`config.mk`:
```
export PLATFORM = sky130hd
export DESIGN_NAME = scm_system_clock_manager
export DESIGN_NICKNAME = d
export VERILOG_FILES = /design/src/hdl/scm_pkg.sv /design/src/hdl/scm_system_clock_manager.sv
export SDC_FILE = /design/constraint.sdc
export NUM_CORES = 1
export LEC_CHECK = 0
export BUFFER_PORTS_ARGS = -buffer_cell sky130_fd_sc_hd__buf_2
export CORE_MARGIN = 4
export CORE_UTILIZATION = 52
export CTS_BUF_LIST = sky130_fd_sc_hd__clkbuf_4
export DETAILED_ROUTE_END_ITERATION = 6
export PLACE_DENSITY_LB_ADDON = 0.08
export RECOVER_POWER = 100
export SLEW_MARGIN = 40
export SYNTH_ARGS = -nofsm -noshare
export SYNTH_HDL_FRONTEND = slang
export SYNTH_SLANG_ARGS = --single-unit
```
`constraint.sdc`:
```
create_clock -name pclk -period 2.2 [get_ports pclk]
set_input_delay 0.33 -clock pclk [delete_from_list [all_inputs] [get_ports pclk]]
set_output_delay 0.33 -clock pclk [all_outputs]
set_load 0.005 [all_outputs]
```
`src/hdl/scm_pkg.sv`:
```
// Overview of operation
// - After any reset the system runs from the halved slow RC oscillator.
// - The slow RC oscillator always runs; software cannot stop it.
// - The crystal oscillator is off when reset ends.
// - Fast RC trim is 8 bits: 0x00 fastest, 0xff slowest, monotonic.
// - Slow RC trim is 5 bits in 4:0, 0x00 fastest; bits 7:5 reserved.
// - Crystal bias trim is 2 bits: 0x00 most bias, 0x03 least.
// - Fast RC trim survives sleep; only power-on reset changes it.
// - PLL output is the 11-bit multiplier in bits 10:0 times the crystal.
// - The PLL reference is the undivided crystal clock.
// - Core divider bits 7:5 divide by 1,2,3,4,6,8,12,24.
// - The core divider applies only with fast RC or PLL selected.
// - PLL, crystal and main RC run only while bits 4, 3, 2 are set.
// - Source select 00 slow aux, 01 main RC, 10 PLL divided by 4.
// - Select value 11 flags a clock fault and the aux clock runs.
// - A software-enabled clock monitor interrupt reports failure of the oscillator feeding the active source.
// - When configured, wake-up switches the system clock to the main RC.
// - ADC sampling divider bit: 0 divides by 24, 1 by 12.
// - Charge pump field: 250 kHz, 500 kHz, 1 MHz, 2 MHz; reset 10.
// - LCD pump field: 16.384 kHz crystal half, 250k, 500k, 1 MHz; reset 00.
package scm_pkg;

  // ************************************************************
  // Register map
  // ************************************************************
  localparam logic [31:0] OFF_SYS_CLOCK_CONTROL  = 32'h50000000;
  localparam logic [31:0] OFF_FUNC_CLOCK_CONTROL = 32'h50000003;
  localparam logic [31:0] OFF_PLL_FEEDBACK_DIV   = 32'h500180d6;
  localparam logic [31:0] OFF_CRYSTAL_BIAS_TRIM  = 32'h500180e0;
  localparam logic [31:0] OFF_SLOW_RC_TRIM       = 32'h500180e4;
  localparam logic [31:0] OFF_FAST_RC_TRIM       = 32'h500180e5;
  localparam logic [31:0] OFF_MONITOR_CONTROL    = 32'h500180f0;
  localparam logic [31:0] OFF_CLOCK_STATUS       = 32'h500180f1;
  // Index of a register on the bus is the low part of its offset
  localparam int          IDX_W                  = 12;

  // ************************************************************
  // Reset values
  // ************************************************************
  localparam logic [7:0]  RST_SYS_CLOCK_CONTROL  = 8'h45;
  localparam logic [4:0]  RST_FUNC_CLOCK_CONTROL = 5'h08;
  localparam logic [10:0] RST_PLL_FEEDBACK_DIV   = 11'h5b9;
  localparam logic [1:0]  RST_CRYSTAL_BIAS_TRIM  = 2'h3;
  localparam logic [4:0]  RST_SLOW_RC_TRIM       = 5'h10;
  localparam logic [7:0]  RST_FAST_RC_TRIM       = 8'h80;
  localparam logic [1:0]  RST_MONITOR_CONTROL    = 2'h0;

  // ************************************************************
  // Field positions
  // ************************************************************
  localparam int POS_CKD      = 5;
  localparam int POS_PLL_ON   = 4;
  localparam int POS_XO_ON    = 3;
  localparam int POS_RC_ON    = 2;
  localparam int POS_ADC_DIV  = 4;
  localparam int POS_ACP      = 2;
  localparam int POS_LCD      = 0;
  localparam int POS_MON_IE   = 0;
  localparam int POS_WAKE_RC  = 1;
  localparam int POS_FAULT    = 2;
  localparam int RDY_RC       = 0;
  localparam int RDY_XO       = 1;
  localparam int RDY_PLL      = 2;

  // ************************************************************
  // Source select codes and ratios
  // ************************************************************
  localparam logic [1:0] SRC_AUX    = 2'h0;
  localparam logic [1:0] SRC_RC     = 2'h1;
  localparam logic [1:0] SRC_PLL    = 2'h2;
  localparam logic [1:0] SRC_FAULT  = 2'h3;
  localparam logic [4:0] ADC_DIV_SLOW = 5'h18;
  localparam logic [4:0] ADC_DIV_FAST = 5'h0c;
  localparam logic [4:0] DIV_ONE      = 5'h01;

  // Core divider code to ratio
  function automatic logic [4:0] scm_ckd_ratio(input logic [2:0] code);
    case (code)
      3'h0:    scm_ckd_ratio = 5'h01;
      3'h1:    scm_ckd_ratio = 5'h02;
      3'h2:    scm_ckd_ratio = 5'h03;
      3'h3:    scm_ckd_ratio = 5'h04;
      3'h4:    scm_ckd_ratio = 5'h06;
      3'h5:    scm_ckd_ratio = 5'h08;
      3'h6:    scm_ckd_ratio = 5'h0c;
      default: scm_ckd_ratio = 5'h18;
    endcase
  endfunction : scm_ckd_ratio

endpackage : scm_pkg

```
`src/hdl/scm_system_clock_manager.sv`:
```
// Our own choice: the APB register port.
module scm_system_clock_manager (
  input  wire logic        pclk,
  input  wire logic        presetn,
  input  wire logic        psel,
  input  wire logic        penable,
  input  wire logic        pwrite,
  input  wire logic [13:0] paddr,
  input  wire logic [31:0] pwdata,
  output logic      [31:0] prdata,
  output logic             pready,
  output logic             pslverr,
  input  wire logic        main_rc_ready,
  input  wire logic        crystal_ready,
  input  wire logic        pll_locked,
  input  wire logic        wake_event,
  output logic             slow_rc_on,
  output logic             main_rc_on,
  output logic             crystal_osc_on,
  output logic             pll_on,
  output logic      [10:0] feedback_multiplier,
  output logic      [7:0]  fast_rc_trim_code,
  output logic      [4:0]  slow_rc_trim_code,
  output logic      [1:0]  crystal_bias_code,
  output logic      [1:0]  active_source,
  output logic      [4:0]  core_divide_ratio,
  output logic      [4:0]  adc_divide_ratio,
  output logic      [1:0]  charge_pump_select,
  output logic      [1:0]  lcd_pump_select,
  output logic             clock_monitor_irq
);

  // ************************************************************
  // State
  // ************************************************************
  typedef struct packed {
    logic [7:0]  sysctl;
    logic [4:0]  fnctl;
    logic [10:0] fbdiv;
    logic [1:0]  xbias;
    logic [4:0]  lftrim;
    logic [7:0]  hftrim;
    logic [1:0]  moncfg;
    logic        fault;
    logic [1:0]  active;
    logic [2:0]  s1;
    logic [2:0]  s2;
    logic [2:0]  s3;
    logic [2:0]  rdy;
    logic [31:0] rdata;
    logic        err;
  } scm_state_t;

  scm_state_t q;
  scm_state_t d;

  localparam int IDX_W = scm_pkg::IDX_W;
  localparam logic [IDX_W-1:0] I_SYS  = scm_pkg::OFF_SYS_CLOCK_CONTROL[IDX_W-1:0];
  localparam logic [IDX_W-1:0] I_FUNC = scm_pkg::OFF_FUNC_CLOCK_CONTROL[IDX_W-1:0];
  localparam logic [IDX_W-1:0] I_PLL  = scm_pkg::OFF_PLL_FEEDBACK_DIV[IDX_W-1:0];
  localparam logic [IDX_W-1:0] I_XB   = scm_pkg::OFF_CRYSTAL_BIAS_TRIM[IDX_W-1:0];
  localparam logic [IDX_W-1:0] I_LF   = scm_pkg::OFF_SLOW_RC_TRIM[IDX_W-1:0];
  localparam logic [IDX_W-1:0] I_HF   = scm_pkg::OFF_FAST_RC_TRIM[IDX_W-1:0];
  localparam logic [IDX_W-1:0] I_MON  = scm_pkg::OFF_MONITOR_CONTROL[IDX_W-1:0];
  localparam logic [IDX_W-1:0] I_STAT = scm_pkg::OFF_CLOCK_STATUS[IDX_W-1:0];

  // A source counts as running once its filtered ready is seen
  function automatic logic src_ready(input logic [1:0] src, input logic [2:0] rdy);
    case (src)
      scm_pkg::SRC_RC:  src_ready = rdy[scm_pkg::RDY_RC];
      scm_pkg::SRC_PLL: src_ready = rdy[scm_pkg::RDY_PLL] & rdy[scm_pkg::RDY_XO];
      default:          src_ready = 1'b1;
    endcase
  endfunction : src_ready

  logic [IDX_W-1:0] idx;
  logic             hit;
  logic             setup_ph;
  logic             wr_acc;

  // ************************************************************
  // Bus decode
  // ************************************************************
  assign idx      = paddr[13:2];
  assign setup_ph = psel & ~penable;
  assign wr_acc   = psel & penable & pwrite & ~q.err;

  // Unmapped index or a byte offset inside a word is refused
  always_comb begin
    case (idx)
      I_SYS, I_FUNC, I_PLL, I_XB, I_LF, I_HF, I_MON, I_STAT: hit = (paddr[1:0] == 2'h0);
      default: hit = 1'b0;
    endcase
  end

  // ************************************************************
  // Next state
  // ************************************************************
  always_comb begin
    d = q;
    // Three stage sync; a level is taken once the last two agree
    d.s1 = {pll_locked, crystal_ready, main_rc_ready};
    d.s2 = q.s1;
    d.s3 = q.s2;
    for (int i = 0; i < 3; i++) begin
      if (q.s2[i] == q.s3[i]) begin
        d.rdy[i] = q.s3[i];
      end
    end

    // Read data is captured in the setup phase so prdata is a flop
    if (setup_ph) begin
      d.err   = ~hit;
      d.rdata = 32'h0;
      case (idx)
        I_SYS:   d.rdata[7:0]  = q.sysctl;
        I_FUNC:  d.rdata[4:0]  = q.fnctl;
        I_PLL:   d.rdata[10:0] = q.fbdiv;
        I_XB:    d.rdata[1:0]  = q.xbias;
        I_LF:    d.rdata[4:0]  = q.lftrim;
        I_HF:    d.rdata[7:0]  = q.hftrim;
        I_MON:   d.rdata[2:0]  = {q.fault, q.moncfg};
        I_STAT:  d.rdata[4:0]  = {q.rdy, q.active};
        default: d.rdata       = 32'h0;
      endcase
    end

    // Register writes; reserved bits are dropped
    if (wr_acc) begin
      case (idx)
        I_SYS:  d.sysctl = pwdata[7:0];
        I_FUNC: d.fnctl  = pwdata[4:0];
        I_PLL:  d.fbdiv  = pwdata[10:0];
        I_XB:   d.xbias  = pwdata[1:0];
        I_LF:   d.lftrim = pwdata[4:0];
        I_HF:   d.hftrim = pwdata[7:0];
        I_MON: begin
          d.moncfg = pwdata[1:0];
          if (pwdata[scm_pkg::POS_FAULT]) begin
            d.fault = 1'b0;
          end
        end
        default: d.err = q.err;
      endcase
    end

    // Wake-up turns the main RC on and requests it
    if (wake_event && q.moncfg[scm_pkg::POS_WAKE_RC]) begin
      d.sysctl[scm_pkg::POS_RC_ON] = 1'b1;
      d.sysctl[1:0]                = scm_pkg::SRC_RC;
    end

    // The active source moves only to a source already running,
    // so the external mux never sees a dead or starting clock
    if (q.sysctl[1:0] == scm_pkg::SRC_FAULT) begin
      d.active = scm_pkg::SRC_AUX;
    end else if (q.sysctl[1:0] != q.active && src_ready(q.sysctl[1:0], q.rdy)) begin
      d.active = q.sysctl[1:0];
    end

    // Monitor last so a failure wins over a same-cycle write or clear
    if (q.active != scm_pkg::SRC_AUX && !src_ready(q.active, q.rdy)) begin
      d.active       = scm_pkg::SRC_AUX;
      d.sysctl[1:0]  = scm_pkg::SRC_FAULT;
      d.fault        = 1'b1;
    end
  end

  // ************************************************************
  // Registers
  // ************************************************************
  // Power-on reset only: sleep never touches the trims
  always_ff @(posedge pclk or negedge presetn) begin
    if (!presetn) begin
      q.sysctl <= scm_pkg::RST_SYS_CLOCK_CONTROL;
      q.fnctl  <= scm_pkg::RST_FUNC_CLOCK_CONTROL;
      q.fbdiv  <= scm_pkg::RST_PLL_FEEDBACK_DIV;
      q.xbias  <= scm_pkg::RST_CRYSTAL_BIAS_TRIM;
      q.lftrim <= scm_pkg::RST_SLOW_RC_TRIM;
      q.hftrim <= scm_pkg::RST_FAST_RC_TRIM;
      q.moncfg <= scm_pkg::RST_MONITOR_CONTROL;
      q.fault  <= 1'b0;
      q.active <= scm_pkg::SRC_AUX;
      q.s1     <= 3'h0;
      q.s2     <= 3'h0;
      q.s3     <= 3'h0;
      q.rdy    <= 3'h0;
      q.rdata  <= 32'h0;
      q.err    <= 1'b0;
    end else begin
      q <= d;
    end
  end

  // ************************************************************
  // Outputs
  // ************************************************************
  // Zero wait state slave; error only on a refused access
  assign pready  = 1'b1;
  assign pslverr = psel & penable & q.err;
  assign prdata  = q.rdata;

  // Main RC, crystal and PLL enables straight from control bits; slow RC tied on
  assign slow_rc_on     = 1'b1;
  assign main_rc_on     = q.sysctl[scm_pkg::POS_RC_ON];
  assign crystal_osc_on = q.sysctl[scm_pkg::POS_XO_ON];
  assign pll_on         = q.sysctl[scm_pkg::POS_PLL_ON];

  // The PLL multiplies the undivided crystal by this value
  assign feedback_multiplier = q.fbdiv;
  assign fast_rc_trim_code   = q.hftrim;
  assign slow_rc_trim_code   = q.lftrim;
  assign crystal_bias_code   = q.xbias;
  assign active_source       = q.active;

  // The divider is bypassed on the slow aux clock
  assign core_divide_ratio = (q.active == scm_pkg::SRC_RC || q.active == scm_pkg::SRC_PLL)
                           ? scm_pkg::scm_ckd_ratio(q.sysctl[7:scm_pkg::POS_CKD])
                           : scm_pkg::DIV_ONE;

  // Function clock selections
  assign adc_divide_ratio   = q.fnctl[scm_pkg::POS_ADC_DIV] ? scm_pkg::ADC_DIV_FAST
                                                            : scm_pkg::ADC_DIV_SLOW;
  assign charge_pump_select = q.fnctl[scm_pkg::POS_ACP+1:scm_pkg::POS_ACP];
  assign lcd_pump_select    = q.fnctl[scm_pkg::POS_LCD+1:scm_pkg::POS_LCD];
  assign clock_monitor_irq  = q.fault & q.moncfg[scm_pkg::POS_MON_IE];
endmodule : scm_system_clock_manager

```
==> results.sh, run 1 <==
export IMPL_status="finished clean"
export IMPL_cp_arrival_ps=2380
export IMPL_die_area_sq_mm=0.008786
export IMPL_power_density_mw_per_mm2=571.9
export IMPL_synth_warnings=0
export IMPL_synth_cell_type_count=52
export IMPL_avgRoutedWirePerCell_um=17.42
export IMPL_ir_worst_vdd_mv=0.3543
export IMPL_postPlaceCellArea_sq_mm=0.004026
export IMPL_ctsRootBufferMaster="clkbuf_4"
export IMPL_synth_common_cells="buf_4 (70), dfrtp_1 (53), mux2_2 (38)"
export IMPL_dp_cells=490
export IMPL_nNetsFinal=468
export IMPL_numCtsBuffers=9
export IMPL_period_share_pct=95.17
export IMPL_synth_seq_cells=68
export IMPL_synth_ff_type="dfrtp_1"
export IMPL_yosys_area_top_type="dfrtp_1"
export IMPL_io_pins=136
export IMPL_max_slew_margin_rel_pct=37.68
export IMPL_worstPathRequired_ps=2490
export IMPL_post_route_min_period_ps=2094
export IMPL_worst_slew_pin_slew_ps=934.8
export IMPL_start_util_pct=54.75
export IMPL_insertion_delay_ps=410
export IMPL_timing_fmax_mhz=477.6
export IMPL_critical_path_class="input port to flip-flop"
export IMPL_wl_met1_um=3921
export IMPL_drc=0
export IMPL_setup_tns_ps=0
export IMPL_final_cell_area_sq_mm=0.004039
export IMPL_yosysTopAreaCellShare_pct=34.70
export IMPL_cts_tree="yes"
export IMPL_dpl_hpwl_um=6338
export IMPL_finalMaxSlewViolations=0
export IMPL_htreeDepth=3
export IMPL_pre_cts_ws_ps=60.98
export IMPL_grt_pass1_wl_um=14080
export IMPL_core_rowCount=30
export IMPL_wirelength_um=8830
export IMPL_synth_edf_count=0
export IMPL_top_layer_used="met4"
export IMPL_fp_dieW_um=93.74
export IMPL_rsz0062_at_grt="no"
export IMPL_p_leak_nw=1.972
export IMPL_grt_max_degree=69
export IMPL_grt_antenna_before_repair=0
export IMPL_grtUsageTotal_pct=20.88
export IMPL_synth_cells=349
export IMPL_yosys_top_cells_area="dfrtp_1 (35%), buf_4 (14%), mux2_2 (11%)"
export IMPL_fin_ws_ps=106.3
export IMPL_wl_met2_um=4260
export IMPL_hold_viol_final=0
export IMPL_drive_gt1_share_pct=30.90
export IMPL_gr_total_overflow=0
export IMPL_io_buffer_count=88
export IMPL_met3WireLength_um=590
export IMPL_endpoint_kind="flip-flop"
export IMPL_min_path_type="input port to flip-flop"
export IMPL_worstSetupStartpointType="input port"
export IMPL_grt_pass1_vias=2659
export IMPL_fp_dieH_um=93.74
export IMPL_cap_violations=0
export IMPL_fin_skew_ps=12.98
export IMPL_holdWs_ps=28.61
export IMPL_crit_fanout=10
export IMPL_clk_path_buf_depth=2
export IMPL_core_area_sq_mm=0.006982
export IMPL_drt_pass1_iterations=4
export IMPL_clk_pin_slew_ps=110
export IMPL_avgSynthCellArea_sq_um=10.95
export IMPL_via_count=2737
export IMPL_final_cells=507
export IMPL_yosysMostFrequentCell="buf_4"
export IMPL_setup_viol=0
export IMPL_drt_vias_per_instance=5.398
export IMPL_num_antenna_cells=0
export IMPL_synth_yosys_seq_area_share_pct=45.01
export IMPL_syn_cell_area_sq_mm=0.003822
export IMPL_area_delta_synth_final_pct=5.663
export IMPL_postRouteAntennaNets=0
export IMPL_ys_async_sr_fraction_pct=100.0
export IMPL_clkSinkCount=68
export IMPL_drtIter0Drc=120
export IMPL_gp_congestion=0.8457
[worst paths after layout]
kind	from	end	slack (ps)	cells past startpoint
min	main_rc_ready	d[39]	30	1
max reg2reg	q[81]	active_source[1]	330	7
max in group asynchronous	presetn	active_source[0]	850	3
max	paddr[11]	fast_rc_trim_code[1]	110	6
min reg2reg	d[41]	d[38]	360	0
min in group asynchronous	presetn	q[36]	700	3
[power by group]
part / internal (mW) / leakage (nW) / switching, mW / total, mW
Clock: 0.359 / 0.0728 / 0.471 / 0.830
Sequential: 1.28 / 0.853 / 0.0226 / 1.30
Combinational: 0.0642 / 1.05 / 0.112 / 0.177
Total: 1.70 / 1.97 / 0.606 / 2.31
[through the flow]
stage	utilization, %	power [mW]
2_1_floorplan	-	1.448
3_3_place_gp	57.67	1.509
3_5_place_dp	57.67	1.513
4_1_cts	59.80	2.348
5_1_grt	57.85	2.416
6_report	57.85	2.310
[worst max-delay path, stage by stage]
cell and delay [ps]:
buf_2 100, or4_4 590, nor4_1 370, clkbuf_1 150
nand3_1 410, mux2_2 430
[layout by cell type (no fill, tap or decap), types with 4 or more instances in the layout]
cell type,Yosys,routed
a21oi_1,7,7
a221oi_1,4,4
a22oi_1,8,8
a31oi_1,4,4
and3_1,4,4
buf_2,1,58
buf_4,70,7
clkbuf_1,7,35
clkbuf_4,0,11
conb_1,2,26
dfrtp_1,53,52
dfstp_1,0,13
ha_1,7,7
inv_1,6,6
mux2_1,0,4
mux2_2,38,38
nand2_1,23,23
nand2b_1,4,4
nand3_1,13,14
nand4b_1,5,5
nor2_1,18,18
nor4_1,5,6
o21ai_0,6,6
[kinds of logic (layout without fill, tap and decap cells)]
family / after synthesis / in the layout / synth area share [%]
compound gates: 42 / 42 / 7.889
simple gates: 91 / 91 / 13.35
buf+inv: 87 / 125 / 15.84
mux: 46 / 46 / 13.94
fa+ha+maj: 10 / 10 / 3.077
other cells: 2 / 26 / 0.1965
flops: 68 / 68 / 45.01
xor+xnor: 3 / 3 / 0.6875
[metal layers]
layer | up-vias | GRT usage (%)
met4 | 0 | 7.100
met5 | - | 0
li1 | 1265 | -
met1 | 1364 | 29.49
met3 | 6 | 3.686
met2 | 102 | 32.47
[cell type report]
class | count | area, sq um
fill | 634 | 2943
sequential | 68 | 1722
multi-input combinational | 218 | 1539
inverter | 6 | 22.52
clock inverter | 6 | 63.81
clock buffer | 10 | 75.07
tap | 96 | 120.1
timing repair buffer | 103 | 496.7
[sequential cells by signal, summed over array words and instances (netlist names)]
name                 count
lcd_pump_select          2
pll_on                   1
crystal_osc_on           1
slow_rc_trim_code        5
active_source            2
prdata                  11
fast_rc_trim_code        8
feedback_multiplier     11
crystal_bias_code        2
q                       16
charge_pump_select       2
main_rc_on               1
d                        6
[what timing repair did]
item,in CTS,in global routing
gates resized for setup,0,1
hold endpoints to repair,53,0
endpoints found under the setup margin,0,1
hold buffers,1,0
buffers inserted,0,0
Power figures use the tool's default switching activity.
==> inputs of run 2 (changes only) <==
--- a/config.mk
+++ b/config.mk
@@ -5,11 +5,12 @@
 export SDC_FILE = /design/constraint.sdc
 export NUM_CORES = 1
 export LEC_CHECK = 0
-export BUFFER_PORTS_ARGS = -buffer_cell sky130_fd_sc_hd__buf_2
+export ABC_AREA = 1
 export CORE_MARGIN = 4
-export CORE_UTILIZATION = 52
+export CORE_UTILIZATION = 65
 export CTS_BUF_LIST = sky130_fd_sc_hd__clkbuf_4
 export DETAILED_ROUTE_END_ITERATION = 6
+export DONT_BUFFER_PORTS = 1
 export PLACE_DENSITY_LB_ADDON = 0.08
 export RECOVER_POWER = 100
 export SLEW_MARGIN = 40
==> run 2 against run 1 <==
Die area down 12%. First-iteration DRC count up 110%. Worst hold slack better by 3.0 ps. Clock skew down 0.58 ps. Power up 10%. Critical path type is now flip-flop to primary output. Largest cell class unchanged. Largest power group unchanged.
==> results.sh, run 2 <==
export IMPL_avgSynthCellArea_sq_um=8.339
export IMPL_rr_worst_depth=8
export IMPL_grt_antenna_before_repair=0
export IMPL_gr_total_overflow=0
export IMPL_critical_path_class="flip-flop to primary output"
export IMPL_crit_family="flip-flops"
export IMPL_clk_pin_slew_ps=120
export IMPL_io_buffer_count=0
export IMPL_crit_slowest_cell="dfrtp_2"
export IMPL_r2r_end="active_source[0]"
export IMPL_io_pins=136
export IMPL_drt_vias_per_instance=5.470
export IMPL_min_path_type="input port to flip-flop"
export IMPL_dp_cells=519
export IMPL_htreeDepth=3
export IMPL_worstPathRequired_ps=1870
export IMPL_final_cell_mix="nand2_1 (133), dfrtp_1 (51), nand3_1 (41)"
export IMPL_synth_compound_area_share_pct=8.609
export IMPL_fp_dieH_um=87.69
export IMPL_final_common_cell="nand2_1"
export IMPL_crit_reg2reg_launch="active_source[0]"
export IMPL_post_route_min_period_ps=2068
export IMPL_synth_top_family_by_area="simple AND/OR/NAND/NOR gates"
export IMPL_yosys_area_top_type="dfrtp_1"
export IMPL_postRouteAntennaNets=0
export IMPL_die_area_sq_mm=0.007690
export IMPL_grtUsageTotal_pct=24.23
export IMPL_setup_tns_ps=0
export IMPL_dpl_hpwl_um=6698
export IMPL_insertion_delay_ps=420
export IMPL_ctsRootBufferMaster="clkbuf_4"
export IMPL_path_buf_inv=1
export IMPL_endpoint_kind="primary output"
export IMPL_synth_seq_cells=68
export IMPL_timing_fmax_mhz=483.6
export IMPL_setup_viol=0
export IMPL_final_util_pct=63.60
export IMPL_synth_edf_count=0
export IMPL_hold_viol_final=0
export IMPL_ir_worst_vdd_mv=0.4560
export IMPL_yosys_top_cells_area="dfrtp_1 (32%), buf_4 (13%), nand2_1 (12%)"
export IMPL_worstSetupStartpointType="flip-flop"
export IMPL_synth_xor_area_share_pct=0
export IMPL_fin_skew_ps=12.40
export IMPL_wirelength_um=8945
export IMPL_critPathCapture="core_divide_ratio[1]"
export IMPL_finalMaxSlewViolations=0
export IMPL_synth_adder_area_share_pct=2.849
export IMPL_synth_cells=495
export IMPL_avgRoutedWirePerCell_um=16.47
export IMPL_rsz0062_at_grt="no"
export IMPL_synth_cell_type_count=35
export IMPL_num_antenna_cells=0
export IMPL_cts_tree="yes"
export IMPL_drtIter0Drc=253
export IMPL_cap_violations=0
export IMPL_ys_async_sr_fraction_pct=100.0
export IMPL_grt_max_degree=69
export IMPL_core_area_sq_mm=0.006026
export IMPL_synthSimpleGateAreaFrac_pct=28.61
export IMPL_postPlaceCellArea_sq_mm=0.003745
export IMPL_final_cell_area_sq_mm=0.003832
export IMPL_largest_reg_flops=16
export IMPL_synth_ff_type="dfrtp_1"
export IMPL_path_depth=4
export IMPL_crit_fanout=5
export IMPL_drt_pass1_iterations=5
export IMPL_synthMuxAreaShare_pct=0
export IMPL_largest_register="q"
export IMPL_drc=0
export IMPL_crit_chain="inv_1, ha_1, o21ai_0, a211oi_1"
export IMPL_holdWs_ps=31.64
export IMPL_critPathMaxStageDelay_ps=440
export IMPL_yosysMostFrequentCell="nand2_1"
export IMPL_gp_congestion=0.9341
export IMPL_max_slew_margin_rel_pct=2.347
export IMPL_period_share_pct=93.99
export IMPL_numCtsBuffers=9
export IMPL_yosysTopAreaCellShare_pct=32.13
export IMPL_syn_cell_area_sq_mm=0.004128
export IMPL_synth_warnings=0
export IMPL_synth_common_cells="nand2_1 (132), buf_4 (72), dfrtp_1 (53)"
export IMPL_synth_yosys_seq_area_share_pct=41.68
export IMPL_clkSinkCount=68
export IMPL_grt_pass1_wl_um=14080
export IMPL_fp_dieW_um=87.69
export IMPL_area_delta_synth_final_pct=-7.154
export IMPL_status="finished clean"
export IMPL_grt_pass1_vias=2716
export IMPL_final_cells=543
export IMPL_p_leak_nw=1.918
export IMPL_drive_gt1_share_pct=10.47
export IMPL_startpoint="active_source[0]"
export IMPL_nFillCells=540
export IMPL_worst_slew_pin_slew_ps=1465
export IMPL_via_count=2970
export IMPL_core_rowCount=28
export IMPL_power_density_mw_per_mm2=663.4
export IMPL_nNetsFinal=525
export IMPL_cp_arrival_ps=1740
export IMPL_clk_path_buf_depth=2
export IMPL_r2r_slack_ps=360
export IMPL_start_util_pct=68.50
==> run 2: kinds of logic after synthesis <==
logic type                 after synthesis
buffers and inverters                  118
DFF                                     68
other                                    2
adders and majority gates               10
AOI/OAI and AO/OA                       55
and+or+nand+nor                        242
==> run 2: what timing repair did <==
| item | 4_1_cts | 5_1_grt |
|---|---|---|
| buffers inserted | 0 | 0 |
| setup endpoints to repair | 0 | 2 |
| hold buffers | 8 | 0 |
| endpoints found under the hold margin | 74 | 0 |
| resized for setup | 0 | 2 |
==> run 2: routing by layer <==
metal	GRT usage, %	vias to the layer above	wire [um]
li1	-	1429	-
met1	32.10	1379	3756
met2	37.67	149	4126
met3	7.338	13	940
met4	8.926	0	121
met5	0	-	0
==> run 2: final cells by class <==
type,instances,area (sq um),area share [%]
Sequential cell,68,1723,44.96
Inverter,41,156.4,4.081
Timing Repair Buffer,10,90.09,2.351
Tap cell,75,93.84,2.449
Clock buffer,10,75.07,1.959
Multi-Input combinational cell,333,1622,42.31
Clock inverter,6,72.57,1.894
==> run 2: metrics by stage <==
step	setup slack, ps	total power [mW]
final	132.3	2.542
after floorplan	681.8	1.648
after global routing	21.03	2.665
after detailed placement	341.1	1.677
after global placement	460.8	1.655
after CTS	43.80	2.570
==> run 2: worst min path at each step <==
stage	to	startpoint	cells past startpoint	slack, ps
after detailed placement	d[37]	presetn	0	40
final	fast_rc_trim_code[7]	pwdata[7]	2	30
after CTS	q[88]	pwdata[7]	2	20
after global placement	d[39]	presetn	0	40
after global routing	fast_rc_trim_code[7]	pwdata[7]	2	20
after floorplan	active_source[0]	presetn	0	30
==> run 2: power breakdown <==
part | switching [mW] | leakage [nW] | internal, mW
sequential | 0.0560 | 0.841 | 1.29
combinational | 0.233 | 0.999 | 0.107
clock | 0.484 | 0.0776 | 0.371
